## src/logic/psrs_pkg.sv

```systemverilog
// Constants and types shared by the pulse-set rail sequencer
package psrs_pkg;
    localparam int unsigned CLK_HZ = 40000000;
    // Short-circuit check window on the positive rail, microseconds
    localparam int unsigned SC_WINDOW_US = 100;
    localparam int unsigned SC_WINDOW_CYC = (SC_WINDOW_US * (CLK_HZ / 1000000));
    // Delay from step-up soft-start to inverting soft-start, milliseconds
    localparam int unsigned INV_DELAY_MS = 2;
    localparam int unsigned INV_DELAY_CYC = INV_DELAY_MS * (CLK_HZ / 1000);
    // Time from enable high to both rails in regulation, milliseconds
    localparam int unsigned REG_TIME_MS = 6;
    localparam int unsigned REG_TIME_CYC = REG_TIME_MS * (CLK_HZ / 1000);
    // Fastest legal pulse rate on the control wire, kHz
    localparam int unsigned WIRE_MAX_KHZ = 250;
    localparam int unsigned WIRE_MIN_PERIOD_CYC = (CLK_HZ / 1000) / WIRE_MAX_KHZ;
    // Low-level filter: a low must last a quarter of the shortest period
    localparam int unsigned FALL_FILTER_CYC = WIRE_MIN_PERIOD_CYC / 4;
    // Wire high this long ends a burst: four shortest periods
    localparam int unsigned BURST_IDLE_CYC = WIRE_MIN_PERIOD_CYC * 4;
    // Pulse count codes and target encoding
    localparam int unsigned COUNT_W = 5;
    localparam logic [COUNT_W-1:0] COUNT_MIN = 5'h01;
    localparam logic [COUNT_W-1:0] COUNT_MAX = 5'h1F;
    localparam logic [COUNT_W-1:0] COUNT_DEFAULT = 5'h06;
    // Target in millivolts magnitude: 5400 - (count-1)*100
    localparam int unsigned TARGET_TOP_MV = 5400;
    localparam int unsigned TARGET_STEP_MV = 100;
    localparam int unsigned TIMER_W = 18;

    typedef enum logic [2:0] {
        PSRS_OFF,
        PSRS_SC_CHECK,
        PSRS_LATCHED,
        PSRS_PRECHARGE,
        PSRS_BOOST_SS,
        PSRS_BOTH_SS,
        PSRS_REGULATE
    } psrs_state_e;
endpackage

```

## src/logic/psrs_pulse_if.sv

```systemverilog
// Carrier between wire decoder and the sequencer top
`timescale 1ns/1ps
interface psrs_pulse_if;
    logic [4:0] count;
    logic count_valid;
    modport decoder (output count, output count_valid);
    modport top (input count, input count_valid);
endinterface

```

## src/logic/psrs_sequencer.sv

```systemverilog
// Top of the pulse-set rail sequencer: mode decode, start-up and rectifier gating
`timescale 1ns/1ps
// Function
// - Counts 1..31 map to -5.4 V upward in 0.1 V steps to -2.4 V.
// - Without programming, target is -4.9 V, count six.
// - Enable and wire decoded together: off, programming, or default level.
// - Converters run only while enable is high.
// - Enable low stops switching and opens every switch; powers down (device_off) only with the wire also low.
// - Enable rise closes positive pass switch for 100 us.
// - Rail still low after window: pass switch latched open until new enable pulse.
// - Start-up on enable rise or power-up with enable high.
// - First step precharges positive rail current-limited below 400 mA; pass_current_limit rises only after the 100 us window.
// - Rail at input level: pass switch fully on, step-up soft-start begins.
// - Inverting soft-start begins 2 ms after step-up soft-start.
// - Both rails in regulation about 6 ms after enable rise.
// - Rectifier of each stage opens when its mode detector trips.
module psrs_sequencer
    import psrs_pkg::*;
#(
    parameter int unsigned SC_CYC = SC_WINDOW_CYC,
    parameter int unsigned INV_CYC = INV_DELAY_CYC,
    parameter int unsigned REG_CYC = REG_TIME_CYC,
    parameter int unsigned FILTER_CYC = FALL_FILTER_CYC,
    parameter int unsigned IDLE_CYC = BURST_IDLE_CYC
) (
    input wire logic clock,
    input wire logic rst_n,
    input wire logic enable_pin,
    input wire logic control_wire,
    input wire logic rail_at_input,
    input wire logic boost_cmd_detect,
    input wire logic inv_cmd_detect,
    output logic device_off,
    output logic [4:0] target_code,
    output logic [12:0] target_mv,
    output logic pass_switch_on,
    output logic pass_current_limit,
    output logic boost_run,
    output logic boost_softstart,
    output logic inv_run,
    output logic inv_softstart,
    output logic boost_rect_en,
    output logic inv_rect_en,
    output logic rails_good,
    output logic short_latched
);
    psrs_pulse_if pulse();
    logic en_m_q, en_s_q, wr_m_q, wr_s_q, en_prev_q;
    logic init_q;
    logic bdet_m_q, bdet_s_q, idet_m_q, idet_s_q;
    psrs_state_e st_q, st_d;
    logic [TIMER_W-1:0] tmr_q, tmr_d;
    logic [TIMER_W-1:0] up_q, up_d;
    logic [4:0] code_q, code_d;
    logic [12:0] mv_q, mv_d;
    logic en_rise, all_low;

    // ***************************************************
    // Pin synchronisers
    // ***************************************************
    // Second stage only is read; first stage feeds nothing else
    always_ff @(posedge clock or negedge rst_n) begin
        if (!rst_n) begin
            en_m_q <= 1'b0;
            en_s_q <= 1'b0;
            wr_m_q <= 1'b1;
            wr_s_q <= 1'b1;
            bdet_m_q <= 1'b0;
            bdet_s_q <= 1'b0;
            idet_m_q <= 1'b0;
            idet_s_q <= 1'b0;
            en_prev_q <= 1'b0;
            init_q <= 1'b1;
        end else begin
            en_m_q <= enable_pin;
            en_s_q <= en_m_q;
            wr_m_q <= control_wire;
            wr_s_q <= wr_m_q;
            bdet_m_q <= boost_cmd_detect;
            bdet_s_q <= bdet_m_q;
            idet_m_q <= inv_cmd_detect;
            idet_s_q <= idet_m_q;
            en_prev_q <= en_s_q;
            init_q <= 1'b0;
        end
    end

    // Power-up with enable already high counts as a rise
    assign en_rise = en_s_q && (!en_prev_q || init_q);
    assign all_low = !en_s_q && !wr_s_q;

    // ***************************************************
    // Wire decoder
    // ***************************************************
    // Pulses count whenever enable is low, whether or not the device is off
    psrs_wire_decoder #(
        .FILTER_CYC(FILTER_CYC),
        .IDLE_CYC(IDLE_CYC)
    ) u_decoder (
        .clock(clock),
        .rst_n(rst_n),
        .wire_sync(wr_s_q),
        .counting_en(!en_s_q),
        .pulse(pulse.decoder)
    );

    // ***************************************************
    // Target level selection
    // ***************************************************
    // Enable high forces default; programmed code only used when enable low
    always_comb begin
        code_d = code_q;
        if (all_low) begin
            code_d = COUNT_DEFAULT;
        end else if (en_s_q || !pulse.count_valid) begin
            code_d = COUNT_DEFAULT;
        end else if (pulse.count >= COUNT_MIN) begin
            code_d = pulse.count;
        end
        mv_d = 13'(TARGET_TOP_MV - (int'(code_d) - 1) * TARGET_STEP_MV);
    end

    always_ff @(posedge clock or negedge rst_n) begin
        if (!rst_n) begin
            code_q <= COUNT_DEFAULT;
            mv_q <= 13'(TARGET_TOP_MV - (int'(COUNT_DEFAULT) - 1) * TARGET_STEP_MV);
        end else begin
            code_q <= code_d;
            mv_q <= mv_d;
        end
    end

    // ***************************************************
    // Start-up sequencer
    // ***************************************************
    // up_q counts from the enable rise; tmr_q times the short-circuit window and the step-up soft-start
    always_comb begin
        st_d = st_q;
        tmr_d = tmr_q;
        up_d = (up_q == TIMER_W'(REG_CYC)) ? up_q : up_q + TIMER_W'(1);
        if (!en_s_q) begin
            // Latched short survives enable low until both pins drop
            st_d = (st_q == PSRS_LATCHED && !all_low) ? PSRS_LATCHED : PSRS_OFF;
            tmr_d = '0;
            up_d = '0;
        end else if (en_rise) begin
            st_d = PSRS_SC_CHECK;
            tmr_d = '0;
            up_d = '0;
        end else begin
            unique case (st_q)
                PSRS_OFF: begin
                    tmr_d = '0;
                end
                PSRS_SC_CHECK: begin
                    tmr_d = tmr_q + TIMER_W'(1);
                    if (tmr_q >= TIMER_W'(SC_CYC - 1)) begin
                        tmr_d = '0;
                        st_d = rail_at_input ? PSRS_PRECHARGE : PSRS_LATCHED;
                    end
                end
                PSRS_LATCHED: begin
                    tmr_d = '0;
                end
                PSRS_PRECHARGE: begin
                    if (rail_at_input) begin
                        st_d = PSRS_BOOST_SS;
                        tmr_d = '0;
                    end
                end
                PSRS_BOOST_SS: begin
                    tmr_d = tmr_q + TIMER_W'(1);
                    if (tmr_q >= TIMER_W'(INV_CYC - 1)) begin
                        st_d = PSRS_BOTH_SS;
                        tmr_d = '0;
                    end
                end
                PSRS_BOTH_SS: begin
                    if (up_q >= TIMER_W'(REG_CYC)) begin
                        st_d = PSRS_REGULATE;
                    end
                end
                PSRS_REGULATE: begin
                    tmr_d = '0;
                end
            endcase
        end
    end

    always_ff @(posedge clock or negedge rst_n) begin
        if (!rst_n) begin
            st_q <= PSRS_OFF;
            tmr_q <= '0;
            up_q <= '0;
        end else begin
            st_q <= st_d;
            tmr_q <= tmr_d;
            up_q <= up_d;
        end
    end

    // ***************************************************
    // Outputs
    // ***************************************************
    // All switches open whenever enable is low
    assign device_off = all_low;
    assign target_code = code_q;
    assign target_mv = mv_q;
    assign pass_switch_on = en_s_q && (st_q == PSRS_SC_CHECK || st_q == PSRS_PRECHARGE
        || st_q == PSRS_BOOST_SS || st_q == PSRS_BOTH_SS || st_q == PSRS_REGULATE);
    assign pass_current_limit = en_s_q && st_q == PSRS_PRECHARGE;
    assign boost_run = en_s_q && (st_q == PSRS_BOOST_SS || st_q == PSRS_BOTH_SS
        || st_q == PSRS_REGULATE);
    assign boost_softstart = en_s_q && (st_q == PSRS_BOOST_SS || st_q == PSRS_BOTH_SS);
    assign inv_run = en_s_q && (st_q == PSRS_BOTH_SS || st_q == PSRS_REGULATE);
    assign inv_softstart = en_s_q && st_q == PSRS_BOTH_SS;
    // Rectifier opens on detector trip so inductor current never reverses
    assign boost_rect_en = boost_run && !bdet_s_q;
    assign inv_rect_en = inv_run && !idet_s_q;
    assign rails_good = en_s_q && st_q == PSRS_REGULATE;
    assign short_latched = st_q == PSRS_LATCHED;
endmodule // psrs_sequencer

```

## src/logic/psrs_wire_decoder.sv

```systemverilog
// Glitch filter and pulse-burst counter for the control wire
`timescale 1ns/1ps
module psrs_wire_decoder
    import psrs_pkg::*;
#(
    parameter int unsigned FILTER_CYC = FALL_FILTER_CYC,
    parameter int unsigned IDLE_CYC = BURST_IDLE_CYC
) (
    input wire logic clock,
    input wire logic rst_n,
    input wire logic wire_sync,
    input wire logic counting_en,
    psrs_pulse_if.decoder pulse
);
    localparam int unsigned CW = 12;
    logic filt_q, filt_d;
    logic [CW-1:0] cnt_q, cnt_d;
    logic [CW-1:0] low_q, low_d;
    logic [5:0] pulses_q, pulses_d;
    logic [4:0] count_q, count_d;
    logic valid_q, valid_d;

    // ***************************************************
    // Filter, burst count and latch
    // ***************************************************
    // A low shorter than the filter is dropped; highs are taken at once
    always_comb begin
        filt_d = filt_q;
        cnt_d = cnt_q;
        pulses_d = pulses_q;
        count_d = count_q;
        valid_d = valid_q;
        low_d = '0;
        if (!counting_en) begin
            cnt_d = '0;
            pulses_d = '0;
            filt_d = wire_sync;
        end else if (filt_q && !wire_sync) begin
            // Own low counter: a long high before a glitch must not let it through
            cnt_d = '0;
            if (low_q >= CW'(FILTER_CYC)) begin
                filt_d = 1'b0;
                pulses_d = (pulses_q == 6'h3F) ? pulses_q : pulses_q + 6'h01;
            end else begin
                low_d = low_q + CW'(1);
            end
        end else if (!filt_q && wire_sync) begin
            filt_d = 1'b1;
            cnt_d = '0;
        end else if (filt_q && pulses_q != 6'h00) begin
            // Long high ends the burst
            if (cnt_q >= CW'(IDLE_CYC)) begin
                if (pulses_q <= {1'b0, COUNT_MAX}) begin
                    count_d = pulses_q[4:0];
                    valid_d = 1'b1;
                end
                pulses_d = '0;
                cnt_d = '0;
            end else begin
                cnt_d = cnt_q + CW'(1);
            end
        end else begin
            cnt_d = '0;
        end
    end

    always_ff @(posedge clock or negedge rst_n) begin
        if (!rst_n) begin
            filt_q <= 1'b1;
            cnt_q <= '0;
            low_q <= '0;
            pulses_q <= '0;
            count_q <= COUNT_DEFAULT;
            valid_q <= 1'b0;
        end else begin
            filt_q <= filt_d;
            cnt_q <= cnt_d;
            low_q <= low_d;
            pulses_q <= pulses_d;
            count_q <= count_d;
            valid_q <= valid_d;
        end
    end

    assign pulse.count = count_q;
    assign pulse.count_valid = valid_q;
endmodule // psrs_wire_decoder
```

## config.mk

```make
export PLATFORM = sky130hd
export DESIGN_NAME = psrs_sequencer
export DESIGN_NICKNAME = d
export VERILOG_FILES = /design/src/logic/psrs_pkg.sv /design/src/logic/psrs_pulse_if.sv /design/src/logic/psrs_sequencer.sv /design/src/logic/psrs_wire_decoder.sv
export SDC_FILE = /design/constraint.sdc
export NUM_CORES = 1
export LEC_CHECK = 0
export BUFFER_PORTS_ARGS = -buffer_cell sky130_fd_sc_hd__buf_4
export CORE_ASPECT_RATIO = 1.5
export CORE_MARGIN = 4
export CORE_UTILIZATION = 34
export DETAILED_ROUTE_END_ITERATION = 12
export SYNTH_ARGS = -nofsm -noshare
export SYNTH_HDL_FRONTEND = slang
export SYNTH_SLANG_ARGS = --single-unit
```

## constraint.sdc

```tcl
create_clock -name clock -period 5.5 [get_ports clock]
set_clock_uncertainty 0.1 [all_clocks]
set_input_delay 0.825 -clock clock [delete_from_list [all_inputs] [get_ports clock]]
set_output_delay 0.825 -clock clock [all_outputs]
set_load 0.01 [all_outputs]
```

==> results of run 1 <==
-- cell usage after synthesis, types with 2 or more instances --
cell	n
dfrtp_1	89
nor2_1	63
inv_1	38
nand3_1	36
nand2_1	31
ha_1	28
xnor2_1	25
o21ai_0	23
a21oi_1	22
a31oi_1	20
xor2_1	17
and3_1	13
dfstp_2	13
nand2b_1	11
nor3_1	11
and2_1	9
clkbuf_1	9
nor2b_1	9
nand4_1	8
or2_2	7
fa_1	5
o211ai_1	5
a211o_1	4
mux2_2	4
or3_1	4
a21o_1	3
and4_1	3
buf_4	3
nor4_1	3
o21a_1	3
or4_1	3
a211oi_1	2
a22o_1	2
a2bb2oi_1	2
a32o_1	2
a41oi_1	2
buf_1	2
nand4bb_1	2
nor3b_1	2
nor4_2	2
o21ai_1	2
o31ai_1	2
-- flip-flops by register name (all words and copies together), names as in the netlist, 3 cells and up --
signal                 cells
u_decoder.low_q           12
tmr_q                     18
u_decoder.cnt_q           12
st_q                       3
u_decoder.pulse.count      5
target_mv                 11
u_decoder.pulses_q         6
up_q                      18
target_code                5
-- layout make-up --
| class | instances | area (um2) | share of cell area [%] |
|---|---|---|---|
| Clock buffer | 9 | 225 | 3.58 |
| Timing Repair Buffer | 36 | 270 | 4.29 |
| Clock inverter | 7 | 80.1 | 1.27 |
| Multi-Input combinational cell | 419 | 2760 | 43.8 |
| Inverter | 38 | 143 | 2.27 |
| Tap cell | 203 | 254 | 4.03 |
| Sequential cell | 102 | 2570 | 40.8 |
-- routing by layer --
layer	track usage (%)	part of all wire, %	vias up
met4	5.74	2.5	0
met1	15.7	45	2027
li1	-	-	2050
met5	0	0	-
met3	1.95	2.8	20
met2	22.7	50	61
-- per-stage QoR --
stage	utilization, %	hold slack (ns)	cell area (um2)	power [uW]
6_report	39.9	0.252	6300	1630
5_1_grt	39.9	0.270	6300	1710
4_1_cts	39.9	0.255	6300	1650
3_5_place_dp	38.0	0.243	5990	986
3_3_place_gp	38.0	0.236	5990	981
2_1_floorplan	-	0.231	5550	915
-- power by group --
part | leakage, uW | internal [uW] | switching [uW] | total (uW)
Sequential | 0.00134 | 787 | 18.9 | 805
Combinational | 0.00131 | 66.8 | 94.9 | 162
Clock | 0.000148 | 360 | 301 | 660
-- how the worst max path moves through the flow --
stage                start             to  slack, ns
finish              wr_s_q  target_mv[12]       0.49
global route        wr_s_q  target_mv[12]       0.19
CTS                 wr_s_q  target_mv[12]       0.49
detailed placement  wr_s_q  target_mv[12]       0.51
global placement    wr_s_q  target_mv[12]       0.63
floorplan           wr_s_q  target_mv[12]       0.89
-- cell families (layout without fill, tap and decap cells) --
family          Yosys count  after routing  synth area share (%)
flops                   102            102                  46.6
fa+ha+maj                33             33                  8.17
buf+inv                  54             90                  4.04
simple gates            223            223                  21.0
mux                       5              5                 0.999
other cells               1             11                0.0681
xor+xnor                 42             42                  6.68
compound gates          105            105                  12.4
-- worst max-delay path, cell delays in order (launching register included) --
cell,delay [ns]
dfstp_2,0.59
and4bb_2,0.31
o311ai_1,0.24
or2_2,0.39
xnor2_1,0.22
ha_1,0.26
fa_1,0.48
inv_1,0.05
fa_1,0.51
inv_1,0.05
ha_1,0.35
and3_1,0.17
a2111o_1,0.46
a41oi_1,0.19
a2bb2oi_1,0.10
or4_1,0.39
nand4_1,0.10
==> reports/results.txt, run 1 <==
DP Cell Count: 798
Peak VDD IR: 0.167 mV
Setup bufs post-CTS: 0
Nets: 646
Reg clk slew, reported paths: 0.08 ns
All-Layer GR Usage: 12.9%
Min-Delay Path Depth: 0
R2r endpoint: target_mv[12]
DP Worst Slack: 0.513 ns
Die area: 18300 um2
Synth top area cells: dfrtp_1, ha_1, dfstp_2, nor2_1, xnor2_1
Vias per inst: 5.11
Post-CTS sizing: 0
Status: completed
Share of layout cells above drive strength 1: 13.4%
Setup CP Type: flip-flop to flip-flop
Cell area after synthesis: 5510 um2
Max Cap Violations: 0
Fin worst setup slack: 0.486 ns
Final setup viols: 0
CTS Root Cell: clkbuf_16
Ys flop type: dfrtp_1
Yosys top cell area share: 40.4%
Reg2reg setup slack: 0.49 ns
Worst R2R Path Depth: 16
CTS sink cnt: 102
DPL Wire Length: 8290 um
Worst min-delay path class: flip-flop to flip-flop
FF+latch count, synth: 102
Mean Syn Cell Area: 9.75 um2
CTS tree: yes
Startpoint Class: flip-flop
DRT iter0 DRCs: 162
Hold_buf cts: 0
Hold endpoint: bdet_s_q
Global-route wire length before repair: 19600 um
Vias in the first global route: 4129
# diodes: 0
Async S/R FF share, synth: 100%
Die Height: 164 um
Most frequent cells in the layout: dfrtp_1, nor2_1, inv_1, nand3_1, buf_4
H-Tree Depth: 3
Tmin final: 5.01 ns
Yosys warns: 0
Top Ports: 36
DRC viols: 0
Initial antenna violation count: 0
Cell taking the most area after synthesis: dfrtp_1
Least-Margin Pin Slew: 0.908 ns
Worst Path Required: 5.69 ns
Core area: 15800 um2
Relative slew slack: 39.5%
Gr ovfl total: 0
Crit end category: flip-flop
Cells after synthesis: 565
Post-synthesis sequential area ratio: 46.6%
Routability-driven placement congestion ratio: 0.805
Peak Freq: 199 MHz
Launching point of the worst reg2reg path: wr_s_q
Clock Latency Late Sink: 0.35 ns
Die W: 112 um
Max-slew violations: 0
Leak Pwr: 0.00279 uW
DRT antenna net count: 0
Post-synth EDFFs: 0
Final hold violation count: 0
CTS buffer count: 9
Via count: 4158
Count of input and output buffers: 33
Post-Layout Cell Count: 814
DRT Wirelength: 11300 um
Setup_tns: 0 ns
Max FO, Critical Path: 7
Min-delay src: bdet_m_q
RSZ-0062 raised after global routing: no
Fill cells: 1578
Most common cell after layout, fill and taps aside: dfrtp_1
Number of distinct library cells after synthesis: 63
PwrDens: 258 nW/um2
Worst EP arrival: 5.20 ns
Wirelength per Cell: 13.9 um
Area Growth Syn to Fin: 14.3%
Largest net degree at the start of global routing: 72
DRT Pass-1 Iters: 4
CTS Buffer Depth: 2
Final Cycle Share: 91.2%
Cell Rows: 56
Initial Util: 35.0%
No activity file was read; power rests on OpenSTA's default activity.
==> run 2: changes to the inputs <==
--- a/config.mk
+++ b/config.mk
@@ -9,6 +9,7 @@
 export CORE_ASPECT_RATIO = 1.5
 export CORE_MARGIN = 4
 export CORE_UTILIZATION = 34
+export CTS_BUF_LIST = sky130_fd_sc_hd__clkbuf_2 sky130_fd_sc_hd__clkbuf_4 sky130_fd_sc_hd__clkbuf_8
 export DETAILED_ROUTE_END_ITERATION = 12
 export SYNTH_ARGS = -nofsm -noshare
 export SYNTH_HDL_FRONTEND = slang
==> run 2 against run 1 <==
Sequential cell count stayed put. Routed wire length up 0.23%. Critical path depth unchanged. Utilization down 0.64 points. First-iteration DRC count decreased by 0.62%.
==> reports/results.txt, run 2 (synthesis gave the netlist of run 1 again) <==
Status: completed (unchanged)
Cell Rows: 56 (unchanged)
Met1 WL: 4980 um (was 5050 um)
Crit-path cells: and4bb_2 > o311ai_1 > or2_2 > xnor2_1 > ha_1 > fa_1 > inv_1 > fa_1 > inv_1 > ha_1 > and3_1 > a2111o_1 > a41oi_1 > a2bb2oi_1 > or4_1 > nand4_1 (unchanged)
Footprint of the multi-input gates: 2760 um2 (unchanged)
Relative slew slack: 39.7% (was 39.5%)
Post-Layout Cell Count: 814 (unchanged)
CP max-delay cell: dfstp_2 (unchanged)
Die Height: 164 um (unchanged)
Initial Util: 35.0% (unchanged)
Via count: 4134 (was 4158)
Post-route design area: 6200 um2 (was 6300 um2)
CTS sink cnt: 102 (unchanged)
Worst min-delay path class: flip-flop to flip-flop (unchanged)
Largest regs: tmr_q: 18 flops, up_q: 18 flops (unchanged)
Clock Latency Late Sink: 0.39 ns (was 0.35 ns)
Reg clk slew, reported paths: 0.11 ns (was 0.08 ns)
Crit end category: flip-flop (unchanged)
Most common cell after layout, fill and taps aside: dfrtp_1 (unchanged)
Setup bufs post-CTS: 0 (unchanged)
Most frequent cells in the layout: dfrtp_1, nor2_1, inv_1, nand3_1, buf_4 (unchanged)
Top Ports: 36 (unchanged)
DRT Pass-1 Iters: 4 (unchanged)
Top delay family on crit path: adder cells (unchanged)
RSZ-0062 raised after global routing: no (unchanged)
DRT antenna net count: 0 (unchanged)
# diodes: 0 (unchanged)
CTS tree: yes (unchanged)
H-Tree Depth: 3 (unchanged)
Peak Freq: 199 MHz (about the same)
Vias in the first global route: 4149 (was 4129)
Die W: 112 um (unchanged)
Final setup viols: 0 (unchanged)
Share of power burned in registers: 54.9% (was 49.5%)
Startpoint Class: flip-flop (unchanged)
PwrDens: 237 nW/um2 (was 258 nW/um2)
Clock power share: 34.1% (was 40.6%)
Slowest stage delay, CP: 0.61 ns (was 0.59 ns)
Routability-driven placement congestion ratio: 0.805 (unchanged)
DRC viols: 0 (unchanged)
Nets: 646 (unchanged)
Top layer reached by signal wires: met4 (unchanged)
Met3 Wirelength: 397 um (was 313 um)
CTS Buffer Depth: 2 (unchanged)
Hold_buf cts: 0 (unchanged)
Core area: 15800 um2 (unchanged)
Max Cap Violations: 0 (unchanged)
Placed Area: 5990 um2 (unchanged)
DRT iter0 DRCs: 161 (was 162)
Tmin final: 5.01 ns (about the same)
Global-route wire length before repair: 19600 um (about the same)
Peak VDD IR: 0.113 mV (was 0.167 mV)
Worst Path Required: 5.74 ns (was 5.69 ns)
CTS buffer count: 9 (unchanged)
Vias per inst: 5.08 (was 5.11)
Setup_tns: 0 ns (unchanged)
Share of layout cells above drive strength 1: 13.4% (unchanged)
Max-slew violations: 0 (unchanged)
Post-CTS sizing: 0 (unchanged)
Comb power frac: 11.0% (was 9.9%)
Wirelength per Cell: 14.0 um (was 13.9 um)
DP Cell Count: 798 (unchanged)
Sw frac: 27.1% (was 25.5%)
Fill cells: 1589 (was 1578)
Count of input and output buffers: 33 (unchanged)
Max FO, Critical Path: 7 (unchanged)
Initial antenna violation count: 0 (unchanged)
DRT Wirelength: 11400 um (was 11300 um)
Area Growth Syn to Fin: 12.4% (was 14.3%)
Sequential cell area: 2570 um2 (unchanged)
Routed wl met2: 5760 um (was 5690 um)
Gr ovfl total: 0 (unchanged)
Setup CP Type: flip-flop to flip-flop (unchanged)
Least-Margin Pin Slew: 0.905 ns (was 0.908 ns)
WP buf/inv: 2 (unchanged)
Int Pwr: 1070 uW (was 1210 uW)
Final Cycle Share: 91.2% (about the same)
DPL Wire Length: 8290 um (unchanged)
Largest net degree at the start of global routing: 72 (unchanged)
Psw: 397 uW (was 414 uW)
CTS Root Cell: clkbuf_8 (was clkbuf_16)
Power Total: 1470 uW (was 1630 uW)
All-Layer GR Usage: 13.0% (was 12.9%)
Die area: 18300 um2 (unchanged)
Final hold violation count: 0 (unchanged)
Worst EP arrival: 5.25 ns (was 5.20 ns)
Leak Pwr: 0.00275 uW (was 0.00279 uW)
-- run 2: cell counts in the layout (fill, tap and decap cells not counted) --
No cell type changed its count.
-- run 2: worst paths after layout --
kind | startpoint | end | slack (ns) | depth (start not counted)
setup reg to reg | wr_s_q | target_mv[12] | 0.49 | 16
setup / recovery | wr_s_q | target_mv[12] | 0.49 | 16
hold / removal | bdet_m_q | bdet_s_q | 0.26 | 0
min in group asynchronous | rst_n | up_q[2] | 0.46 | 1
max in group asynchronous | rst_n | up_q[10] | 3.90 | 2
hold reg to reg | bdet_m_q | bdet_s_q | 0.26 | 0
-- run 2: final cells by class --
cell class	count	share of cell area (%)
Inverter	38	2.30
Multi-Input combinational cell	419	44.5
Clock buffer	9	2.00
Timing Repair Buffer	36	4.36
Tap cell	203	4.10
Clock inverter	7	1.29
Sequential cell	102	41.5
-- run 2: power groups by stage --
stage | registers [uW] | clock network, uW | logic [uW]
2_1_floorplan | 823 | 0 | 91.6
3_3_place_gp | 819 | 0 | 162
3_5_place_dp | 820 | 0 | 166
4_1_cts | 806 | 519 | 166
5_1_grt | 810 | 550 | 187
6_report | 805 | 500 | 162
-- run 2: through the flow --
stage / hold slack, ns / worst slack, ns / utilization (%)
after floorplan: 0.231 / 0.893 / -
after global placement: 0.236 / 0.626 / 38.0
after detailed placement: 0.243 / 0.513 / 38.0
after CTS: 0.262 / 0.485 / 39.3
after global routing: 0.278 / 0.178 / 39.3
final: 0.258 / 0.486 / 39.3
-- run 2: layer usage --
| metal | vias up | GRT usage, % |
|---|---|---|
| li1 | 2046 | - |
| met4 | 0 | 4.21 |
| met5 | - | 0 |
| met3 | 17 | 2.88 |
| met1 | 2002 | 15.7 |
| met2 | 69 | 23.0 |
